--- src/ccdl_pkg.sv ---
/*
  Constants, field layout, register map and state encoding for the clock
  conditioning block's dynamic configuration loader.
  Assumes a single 20 MHz core clock and APB access from software.
*/
package ccdl_pkg;

  // ****************************************************************
  // Configuration image
  // ****************************************************************
  localparam int CFG_W = 89;
  localparam logic MIXED_VARIANT = 1'b1;
  localparam logic [6:0] FULL_LEN_MIXED = 7'h59;
  localparam logic [6:0] FULL_LEN_BASE = 7'h51;
  localparam logic [6:0] COUNT_MAX = 7'h7F;
  localparam logic [CFG_W-1:0] CFG_RST = 89'h0;
  localparam logic [CFG_W-1:0] DC_MASK = (89'h7 << 71) | (89'hF << 77);
  localparam logic [CFG_W-1:0] VARIANT_MASK = 89'hFF << 81;

  // Field positions
  localparam int DIV_LSB = 0;
  localparam int DIV_W = 35;
  localparam int DLY_LSB = 35;
  localparam int DLY_W = 30;
  localparam int PH_LSB = 65;
  localparam int PH_W = 6;
  localparam int FIXDLY_BIT = 74;
  localparam int BYPASS_BIT = 75;
  localparam int OA_HALF_BIT = 84;
  localparam int OB_HALF_BIT = 85;
  localparam int OC_HALF_BIT = 86;
  localparam int GLMUX_LSB = 87;

  // ****************************************************************
  // APB register map
  // ****************************************************************
  localparam logic [11:0] CTRL_OFS = 12'h000;
  localparam logic [11:0] STATUS_OFS = 12'h004;
  localparam logic [11:0] CFG0_OFS = 12'h008;
  localparam logic [11:0] CFG1_OFS = 12'h00C;
  localparam logic [11:0] CFG2_OFS = 12'h010;
  localparam logic [2:0] CTRL_RST = 3'h0;
  localparam int ST_PARTIAL_BIT = 0;
  localparam int ST_OVERLAP_BIT = 1;

  // Clock source choices
  localparam logic [1:0] SRC_SEL0 = 2'h0;
  localparam logic [1:0] SRC_SEL1 = 2'h1;
  localparam logic [1:0] SRC_SEL2 = 2'h2;
  localparam logic [1:0] SRC_INTERNAL = 2'h3;

  // Loader states, Gray coded along idle-shift-hold-apply
  typedef enum logic [1:0] {
    LD_IDLE = 2'b00,
    LD_SHIFT = 2'b01,
    LD_HOLD = 2'b11,
    LD_APPLY = 2'b10
  } ccdl_ld_state_t;

endpackage

--- src/ccdl_sync.sv ---
/*
  Two-stage synchroniser for a bundle of independent level inputs.
  Assumes each bit changes slowly relative to the core clock.
*/
module ccdl_sync
  import ccdl_pkg::*;
#(
  parameter int W = 1
) (
  input wire logic clk_in,
  input wire logic rst_n_in,
  input wire logic [W-1:0] d_in,
  output logic [W-1:0] q_out
);

  logic [W-1:0] meta_reg;
  logic [W-1:0] meta_next;
  logic [W-1:0] q_reg;
  logic [W-1:0] q_next;

  // ****************************************************************
  // Two flops; the first is read only by the second
  // ****************************************************************
  always_comb begin
    meta_next = d_in;
    q_next = meta_reg;
  end

  always_ff @(posedge clk_in) begin
    if (!rst_n_in) begin
      meta_reg <= '0;
      q_reg <= '0;
    end else begin
      meta_reg <= meta_next;
      q_reg <= q_next;
    end
  end

  assign q_out = q_reg;

endmodule

--- src/ccdl_shift_reg.sv ---
/*
  Serial configuration shift register, filled from the top bit downward.
  Assumes shift_in is a one-cycle pulse per accepted shift clock edge.
*/
module ccdl_shift_reg
  import ccdl_pkg::*;
(
  input wire logic clk_in,
  input wire logic rst_n_in,
  input wire logic shift_in,
  input wire logic serial_config_in_in,
  output logic [CFG_W-1:0] data_out
);

  logic [CFG_W-1:0] data_reg;
  logic [CFG_W-1:0] data_next;

  // ****************************************************************
  // Shift path
  // ****************************************************************
  // one bit per pulse
  always_comb begin
    data_next = data_reg;
    if (shift_in) begin
      data_next = {serial_config_in_in, data_reg[CFG_W-1:1]};
    end
  end

  always_ff @(posedge clk_in) begin
    if (!rst_n_in) begin
      data_reg <= CFG_RST;
    end else begin
      data_reg <= data_next;
    end
  end

  assign data_out = data_reg;

endmodule

--- src/ccdl_top.sv ---
/*
  Dynamic configuration loader for the clock conditioning block, with the
  global input source selector and an APB register slave.
  Assumes the loader pins and pads come from outside the core clock domain
  and change no faster than a quarter of the 20 MHz core clock.
*/
module ccdl_top
  import ccdl_pkg::*;
(
  input wire logic CORE_CLK_IN,
  input wire logic NRST_IN,
  input wire logic PSEL_IN,
  input wire logic PENABLE_IN,
  input wire logic PWRITE_IN,
  input wire logic [11:0] PADDR_IN,
  input wire logic [31:0] PWDATA_IN,
  output logic PREADY_OUT,
  output logic [31:0] PRDATA_OUT,
  output logic PSLVERR_OUT,
  input wire logic CONFIG_SHIFT_CLOCK_IN,
  input wire logic SERIAL_CONFIG_IN,
  input wire logic CONFIG_SHIFT_ENABLE_IN,
  input wire logic CONFIG_UPDATE_STROBE_IN,
  input wire logic [3:0] GLOBAL_PAD_IN,
  input wire logic PAIR_IO_IN,
  input wire logic INTERNAL_CLOCK_IN,
  output logic [1:0] OUTPUT_MUX_SOURCE_SELECT_OUT,
  output logic OUT_A_HALF_STEP_DIVIDE_OUT,
  output logic OUT_B_HALF_STEP_DIVIDE_OUT,
  output logic OUT_C_HALF_STEP_DIVIDE_OUT,
  output logic [DIV_W-1:0] DIVIDER_SETTING_OUT,
  output logic [DLY_W-1:0] DELAY_SETTING_OUT,
  output logic [PH_W-1:0] PHASE_SELECT_OUT,
  output logic FIXED_DELAY_EN_OUT,
  output logic PLL_BYPASS_OUT,
  output logic SELECTED_CLOCK_OUT,
  output logic [3:0] PAD_AS_IO_OUT,
  output logic CONFIG_BUSY_OUT
);

  // ****************************************************************
  // Input synchronisers
  // ****************************************************************
  logic [3:0] ld_s;
  logic [5:0] pad_s;
  logic sclk_s;
  logic serial_config_in_s;
  logic en_s;
  logic upd_s;

  // loader pins from bridge, core or I/O
  ccdl_sync #(.W(4)) u_ld_sync (
    .clk_in(CORE_CLK_IN),
    .rst_n_in(NRST_IN),
    .d_in({CONFIG_UPDATE_STROBE_IN, CONFIG_SHIFT_ENABLE_IN, SERIAL_CONFIG_IN,
           CONFIG_SHIFT_CLOCK_IN}),
    .q_out(ld_s)
  );

  ccdl_sync #(.W(6)) u_pad_sync (
    .clk_in(CORE_CLK_IN),
    .rst_n_in(NRST_IN),
    .d_in({INTERNAL_CLOCK_IN, PAIR_IO_IN, GLOBAL_PAD_IN}),
    .q_out(pad_s)
  );

  assign sclk_s = ld_s[0];
  assign serial_config_in_s = ld_s[1];
  assign en_s = ld_s[2];
  assign upd_s = ld_s[3];

  // ****************************************************************
  // Edge detection and shift register
  // ****************************************************************
  logic sclk_d_reg;
  logic sclk_d_next;
  logic upd_d_reg;
  logic upd_d_next;
  logic shift_pulse;
  logic upd_rise;
  logic [CFG_W-1:0] shift_data;

  // Previous levels for edge detection
  always_comb begin
    sclk_d_next = sclk_s;
    upd_d_next = upd_s;
  end

  always_ff @(posedge CORE_CLK_IN) begin
    if (!NRST_IN) begin
      sclk_d_reg <= 1'b0;
      upd_d_reg <= 1'b0;
    end else begin
      sclk_d_reg <= sclk_d_next;
      upd_d_reg <= upd_d_next;
    end
  end

  // rising shift clock with enable high
  assign shift_pulse = sclk_s & ~sclk_d_reg & en_s;
  assign upd_rise = upd_s & ~upd_d_reg;

  ccdl_shift_reg u_shift (
    .clk_in(CORE_CLK_IN),
    .rst_n_in(NRST_IN),
    .shift_in(shift_pulse),
    .serial_config_in_in(serial_config_in_s),
    .data_out(shift_data)
  );

  // ****************************************************************
  // Loader state, bit count and active image
  // ****************************************************************
  ccdl_ld_state_t state_reg;
  ccdl_ld_state_t state_next;
  logic [6:0] count_reg;
  logic [6:0] count_next;
  logic [CFG_W-1:0] cfg_reg;
  logic [CFG_W-1:0] cfg_next;
  logic partial_reg;
  logic partial_next;
  logic overlap_reg;
  logic overlap_next;
  logic upd_try;
  logic full_ok;
  logic apply_ok;
  logic [2:0] ctrl_reg;
  logic [2:0] ctrl_next;
  logic apb_wr;
  logic [31:0] apb_wdata;
  logic [11:0] apb_addr;

  // full image length depends on variant
  assign full_ok = count_reg >= (MIXED_VARIANT ? FULL_LEN_MIXED : FULL_LEN_BASE);
  // update only with shift enable low
  assign upd_try = upd_rise & ~en_s;
  assign apply_ok = upd_try & full_ok;

  always_comb begin
    state_next = state_reg;
    count_next = count_reg;
    cfg_next = cfg_reg;
    partial_next = partial_reg;
    overlap_next = overlap_reg;
    // Write one to clear; a new event in the same cycle wins
    if (apb_wr && apb_addr == STATUS_OFS) begin
      partial_next = partial_reg & ~apb_wdata[ST_PARTIAL_BIT];
      overlap_next = overlap_reg & ~apb_wdata[ST_OVERLAP_BIT];
    end
    // Saturate so a runaway loader cannot wrap back to a short count
    if (shift_pulse && count_reg != COUNT_MAX) begin
      count_next = count_reg + 7'h1;
    end
    case (state_reg)
      LD_IDLE: begin
        if (shift_pulse) begin
          state_next = LD_SHIFT;
        end
      end
      LD_SHIFT: begin
        if (!en_s) begin
          state_next = LD_HOLD;
        end
      end
      LD_HOLD: begin
        if (en_s) begin
          state_next = LD_SHIFT;
        end else if (upd_try) begin
          state_next = LD_APPLY;
        end
      end
      default: begin
        state_next = LD_IDLE;
      end
    endcase
    // strobe during shifting is refused and flagged
    if (upd_rise && en_s) begin
      overlap_next = 1'b1;
    end
    // a short load is refused, image kept
    if (upd_try && !full_ok) begin
      partial_next = 1'b1;
    end
    // image replaced only on accepted update
    if (apply_ok) begin
      // don't care bits stored as zero; variant bits
      cfg_next = shift_data & ~DC_MASK & (MIXED_VARIANT ? '1 : ~VARIANT_MASK);
      count_next = 7'h0;
    end
  end

  always_ff @(posedge CORE_CLK_IN) begin
    if (!NRST_IN) begin
      state_reg <= LD_IDLE;
      count_reg <= 7'h0;
      cfg_reg <= CFG_RST;
      partial_reg <= 1'b0;
      overlap_reg <= 1'b0;
    end else begin
      state_reg <= state_next;
      count_reg <= count_next;
      cfg_reg <= cfg_next;
      partial_reg <= partial_next;
      overlap_reg <= overlap_next;
    end
  end

  // ****************************************************************
  // Decoded outputs and clock source selection
  // ****************************************************************
  logic [1:0] mux_reg;
  logic [1:0] mux_next;
  logic [2:0] half_reg;
  logic [2:0] half_next;
  logic sel_clk_reg;
  logic sel_clk_next;
  logic [3:0] pad_io_reg;
  logic [3:0] pad_io_next;
  logic busy_reg;
  logic busy_next;

  always_comb begin
    mux_next = cfg_reg[GLMUX_LSB +: 2];
    half_next = {cfg_reg[OC_HALF_BIT], cfg_reg[OB_HALF_BIT], cfg_reg[OA_HALF_BIT]}
                & {3{cfg_reg[BYPASS_BIT]}};
    busy_next = state_next != LD_IDLE;
    sel_clk_next = pad_s[5];
    pad_io_next = 4'hF;
    if (ctrl_reg[1:0] == SRC_INTERNAL) begin
      sel_clk_next = pad_s[5];
    end else if (ctrl_reg[2]) begin
      // differential pairs: pads 1/2 or pad 3/IO
      if (ctrl_reg[1:0] == SRC_SEL0) begin
        sel_clk_next = pad_s[0] & ~pad_s[1];
        pad_io_next = 4'hC;
      end else begin
        sel_clk_next = pad_s[2] & ~pad_s[4];
        pad_io_next = 4'hB;
      end
    end else begin
      // single-ended: pad one, two or four
      if (ctrl_reg[1:0] == SRC_SEL0) begin
        sel_clk_next = pad_s[0];
        pad_io_next = 4'hE;
      end else if (ctrl_reg[1:0] == SRC_SEL1) begin
        sel_clk_next = pad_s[1];
        pad_io_next = 4'hD;
      end else begin
        sel_clk_next = pad_s[3];
        pad_io_next = 4'h7;
      end
    end
  end

  always_ff @(posedge CORE_CLK_IN) begin
    if (!NRST_IN) begin
      mux_reg <= 2'h0;
      half_reg <= 3'h0;
      sel_clk_reg <= 1'b0;
      pad_io_reg <= 4'hF;
      busy_reg <= 1'b0;
    end else begin
      mux_reg <= mux_next;
      half_reg <= half_next;
      sel_clk_reg <= sel_clk_next;
      pad_io_reg <= pad_io_next;
      busy_reg <= busy_next;
    end
  end

  assign OUTPUT_MUX_SOURCE_SELECT_OUT = mux_reg;
  assign OUT_A_HALF_STEP_DIVIDE_OUT = half_reg[0];
  assign OUT_B_HALF_STEP_DIVIDE_OUT = half_reg[1];
  assign OUT_C_HALF_STEP_DIVIDE_OUT = half_reg[2];
  // five dividers; delays and phase selects
  assign DIVIDER_SETTING_OUT = cfg_reg[DIV_LSB +: DIV_W];
  assign DELAY_SETTING_OUT = cfg_reg[DLY_LSB +: DLY_W];
  assign PHASE_SELECT_OUT = cfg_reg[PH_LSB +: PH_W];
  assign FIXED_DELAY_EN_OUT = cfg_reg[FIXDLY_BIT];
  assign PLL_BYPASS_OUT = cfg_reg[BYPASS_BIT];
  assign SELECTED_CLOCK_OUT = sel_clk_reg;
  assign PAD_AS_IO_OUT = pad_io_reg;
  assign CONFIG_BUSY_OUT = busy_reg;

  // ****************************************************************
  // APB slave, zero wait states
  // ****************************************************************
  logic pready_reg;
  logic pready_next;
  logic [31:0] prdata_reg;
  logic [31:0] prdata_next;
  logic pslverr_reg;
  logic pslverr_next;

  assign apb_wr = PSEL_IN & PENABLE_IN & pready_reg & PWRITE_IN & ~pslverr_reg;
  assign apb_wdata = PWDATA_IN;
  assign apb_addr = PADDR_IN;

  // Read data latched in the setup phase so it leaves a flop
  always_comb begin
    pready_next = PSEL_IN & ~PENABLE_IN;
    prdata_next = prdata_reg;
    pslverr_next = 1'b0;
    ctrl_next = ctrl_reg;
    if (PSEL_IN && !PENABLE_IN) begin
      prdata_next = 32'h0;
      if (PADDR_IN == CTRL_OFS) begin
        prdata_next[2:0] = ctrl_reg;
      end else if (PADDR_IN == STATUS_OFS) begin
        prdata_next = {14'h0, state_reg, 1'b0, count_reg, 4'h0, MIXED_VARIANT,
                       busy_reg, overlap_reg, partial_reg};
      end else if (PADDR_IN == CFG0_OFS) begin
        prdata_next = cfg_reg[31:0];
      end else if (PADDR_IN == CFG1_OFS) begin
        prdata_next = cfg_reg[63:32];
      end else if (PADDR_IN == CFG2_OFS) begin
        prdata_next = {7'h0, cfg_reg[88:64]};
      end else begin
        pslverr_next = 1'b1;
      end
    end
    if (apb_wr && apb_addr == CTRL_OFS) begin
      ctrl_next = apb_wdata[2:0];
    end
  end

  always_ff @(posedge CORE_CLK_IN) begin
    if (!NRST_IN) begin
      pready_reg <= 1'b0;
      prdata_reg <= 32'h0;
      pslverr_reg <= 1'b0;
      ctrl_reg <= CTRL_RST;
    end else begin
      pready_reg <= pready_next;
      prdata_reg <= prdata_next;
      pslverr_reg <= pslverr_next;
      ctrl_reg <= ctrl_next;
    end
  end

  assign PREADY_OUT = pready_reg;
  assign PRDATA_OUT = prdata_reg;
  assign PSLVERR_OUT = pslverr_reg;
endmodule

--- config.mk ---
export PLATFORM = sky130hd
export DESIGN_NAME = ccdl_top
export DESIGN_NICKNAME = d
export VERILOG_FILES = /design/src/ccdl_pkg.sv /design/src/ccdl_sync.sv /design/src/ccdl_shift_reg.sv /design/src/ccdl_top.sv
export SDC_FILE = /design/constraint.sdc
export NUM_CORES = 1
export LEC_CHECK = 0
export BUFFER_PORTS_ARGS = -buffer_cell sky130_fd_sc_hd__buf_2
export CAP_MARGIN = 30
export CORE_ASPECT_RATIO = 0.75
export CORE_UTILIZATION = 25
export CTS_CLUSTER_DIAMETER = 60
export DETAILED_ROUTE_END_ITERATION = 10
export SLEW_MARGIN = 0
export SYNTH_ARGS = -nofsm -noshare
export SYNTH_HDL_FRONTEND = slang
export SYNTH_SLANG_ARGS = --single-unit
--- constraint.sdc ---
create_clock -name CORE_CLK_IN -period 3.2 [get_ports CORE_CLK_IN]
set_input_delay 0.8 -clock CORE_CLK_IN [delete_from_list [all_inputs] [get_ports CORE_CLK_IN]]
set_output_delay 0.8 -clock CORE_CLK_IN [all_outputs]
set_load 0.005 [all_outputs]
==> key figures <==
Power and ir drop
  – Switch share: 22.7%
  – Pwr Density: 553 nW/um2
  – Pleak: 4.79 nW
  – Pwr Total: 0.00652 W
  – Comb pwr share: 2.9%
  – Clock network fraction of total power: 48.6%
  – Worst vdd ir: roughly 0.36 mV
  – Sw power: 0.00148 W
  – Sequential power share: 48.5%
  – Pint: 0.00504 W

Outcome
  – Outcome: completed

Yosys
  – Ys async rst share: 0%
  – Flops & latches, synth: 252
  – Post-synth EDFFs: 0
  – Area contributors post-synth: dfxtp_1, nand2_1, nand3_1
  – Seq/Total Area, Yosys: 49.4%
  – Post-Syn Area per Cell: ~8.5 um2
  – Yosys top cell area share: 49.4%
  – Syn_nets: 1274
  – Largest area contributor in the netlist: dfxtp_1
  – Yosys warnings: 0
  – Gate Count Post-Synth: 1209
  – Number of library cell types mapped by synthesis: 49
  – Post-Syn Area: ~10000 um2
  – Primary FF master, synth: dfxtp_1

Route
  – Total wire length: about 28000 um
  – Routed vias: 8118
  – Pre-Repair DR Iteration Count: 7
  – Initial DRC count: between 500 and 600
  – DR WL/cell: 15.5 um
  – DRT antenna net count: 0
  – Drt drc: 0
  – Via density: 4.55

Layout
  – Synthesis-to-finish area growth: 15.2%
  – Layout cell share with drive strength beyond 1: roughly 18%
  – Nets@finish: ~1.3k
  – Fillers: 4253
  – Max FFs per register: 89
  – Util after Layout: between 20% and 30%

Timing
  – Pins Over Slew Limit: 0
  – Hold Vio Cnt, Final: 0
  – Setup violators final: 0
  – Slew HR: 39.4%
  – RSZ-0062 raised after global routing: false
  – Slew @ Worst Pin: 0.904 ns
  – Fmax: 420 MHz
  – Post-Route Setup TNS: 0 ns
  – Worst setup margin: 0.822 ns
  – Post-route minimum period: 2.38 ns
  – Crit share post-route: 74.3%
  – Clk_skew: 0.0105 ns

Die
  – IO Pins: ~180
  – Initial Util: 25.6%
  – Die Height: 177 um
  – Num rows: 63
  – Die width: 235 um
  – Die area: 41700 um2
  – Core ar.: 39900 um2

Global route
  – Initial antenna violation count: 0
  – Vias in the first global route: about 7.1k
  – Global-route wire length before repair: 42400 um
  – Total grt overflow: 0
  – Largest net degree at the start of global routing: 92
  – GRT Total Usage: 12.9%

Worst setup path
  – Setup CP Type: reg2reg
  – Req. time, crit path: 3.66 ns
  – Worst Path Buf+Inv: 2
  – Arrival @ worst endpoint: 2.84 ns
  – Critical path, cell by cell: inv_1, ha_1, or4_1, a31o_1, nand3_2, buf_4, nand2_1, a311oi_1
  – Setup crit end kind: flop
  – Crit path max fanout: 26
  – Max incr delay on CP: between 0.4 and 0.5 ns
  – Crit-path leading delay family: simple AND/OR/NAND/NOR gates
  – CP max-delay cell: dfxtp_1
  – Startpoint Class: flop

Place
  – Final Wtd Congestion: 0.838
  – Count of buffers from port buffering: 147
  – DP HPWL: between 15000 and 20000 um
  – Placement Setup Slack: 0.390 ns

Clock tree
  – TritonCTS Buffers: 28
  – Clock Tree Root: clkbuf_16
  – CTS max path bufs: 3
  – CTS Sinks: 252
  – Number of hold buffers added after CTS: 0
  – Setup Fix Bufs, Post-CTS: 0
  – Clock-pin slew on the worst setup and hold paths: 0.06 ns
  – Clock latency on the worst-skew pair: 0.56 ns
  – Post-CTS Resized: 0
  – CTS tree: done
  – CTS H-tree depth: 1

Min path
  – Hold Crit Class: reg2reg

Run
  – Max cap viols: 0
==> cell type report <==
cell class	count	area, um2	share of cell area (%)
flip-flops and latches	252	5040	42.8
inverters	8	30.0	0.255
clock buffers	38	788	6.69
multi-input cells	792	4230	35.9
well taps	520	651	5.52
repair buffers	162	915	7.77
diodes	1	2.50	0.0212
clock inverters	10	116	0.988
==> Yosys cell counts, types with 2 or more instances <==
cell type,number
a211oi_1,4
a21boi_0,89
a21oi_1,27
a22oi_1,5
a31oi_1,3
a32oi_1,2
and2_1,30
and3_1,6
buf_1,7
buf_2,14
buf_4,72
buf_6,6
clkbuf_1,58
dfxtp_1,252
ha_1,6
inv_1,8
mux2i_1,28
nand2_1,314
nand2b_1,2
nand3_1,147
nand3_2,13
nand3b_1,2
nand4_1,6
nor2_1,25
nor2b_1,4
nor3_1,2
nor3b_1,3
o211ai_1,2
o21ai_0,46
o31ai_1,5
xor2_1,3
==> per-stage QoR <==
stage	hold slack [ns]	cell area [um2]	cells
floorplan	0.412	10200	1209
global placement	0.420	10800	1733
detailed placement	0.423	10900	1734
CTS	0.418	11800	1782
global route	0.447	11800	1782
finish	0.429	11800	1783
==> cell families (layout without fill, tap and decap cells) <==
group / after synthesis / in the layout / share of synthesized area [%]
AND/OR/NAND/NOR: 564 / 564 / 25.3
XOR/XNOR: 4 / 4 / 0.343
adder cells (fa/ha/maj): 6 / 6 / 0.735
buffers and inverters: 165 / 218 / 9.32
other: 0 / 1 / 0
AO/OA/AOI/OAI: 189 / 189 / 12.1
flip-flops: 252 / 252 / 49.4
multiplexers: 29 / 29 / 2.85
==> path summary, 6_finish.rpt <==
path | startpoint | endpoint | slack [ns] | cells past startpoint
min | u_pad_sync.meta_reg[5]$_SDFF_PN0_ | u_pad_sync.q_out[5]$_SDFF_PN0_ | 0.43 | 1
max reg2reg | count_reg[1]$_SDFFE_PP0P_ | count_reg[2]$_SDFFE_PP0P_ | 0.82 | 8
max | count_reg[1]$_SDFFE_PP0P_ | count_reg[2]$_SDFFE_PP0P_ | 0.82 | 8
min reg2reg | u_pad_sync.meta_reg[5]$_SDFF_PN0_ | u_pad_sync.q_out[5]$_SDFF_PN0_ | 0.43 | 1
==> power by group through the flow <==
stage	Sequential, W	Clock [W]	Combinational, W
after floorplan	0.00323	0	0.000124
after global routing	0.00316	0.00338	0.000207
after CTS	0.00316	0.00325	0.000190
after global placement	0.00323	0	0.000188
final	0.00316	0.00316	0.000190
after detailed placement	0.00323	0	0.000189
==> layout by cell type (no fill, tap or decap), types with 8 or more instances in the layout <==
cell       netlist  layout
mux2i_1         28      28
buf_4           72      11
nand3_1        147     147
clkbuf_16        0      28
and2_1          30      30
a21oi_1         27      27
a21boi_0        89      89
buf_2           14     146
dfxtp_1        252     252
inv_1            8       8
o21ai_0         46      46
nand3_2         13      13
nor2_1          25      25
nand2_1        314     314
==> worst reg2reg max path, stage by stage, from the launching register on <==
cell and delay [ns]:
dfxtp_1 0.45, inv_1 0.08, ha_1 0.18, or4_1 0.39, a31o_1 0.27, nand3_2 0.10, buf_4 0.31, nand2_1 0.24
a311oi_1 0.27
==> layer usage <==
metal  routed length, um  share of wire (%)  global-route usage [%]
met1               13600                 49                    18.7
met5                   0                  0                       0
met2               12000                 43                    19.7
met3                1610                5.8                    2.43
met4                 488                1.8                    2.97
(Power assumes the default switching activity.)
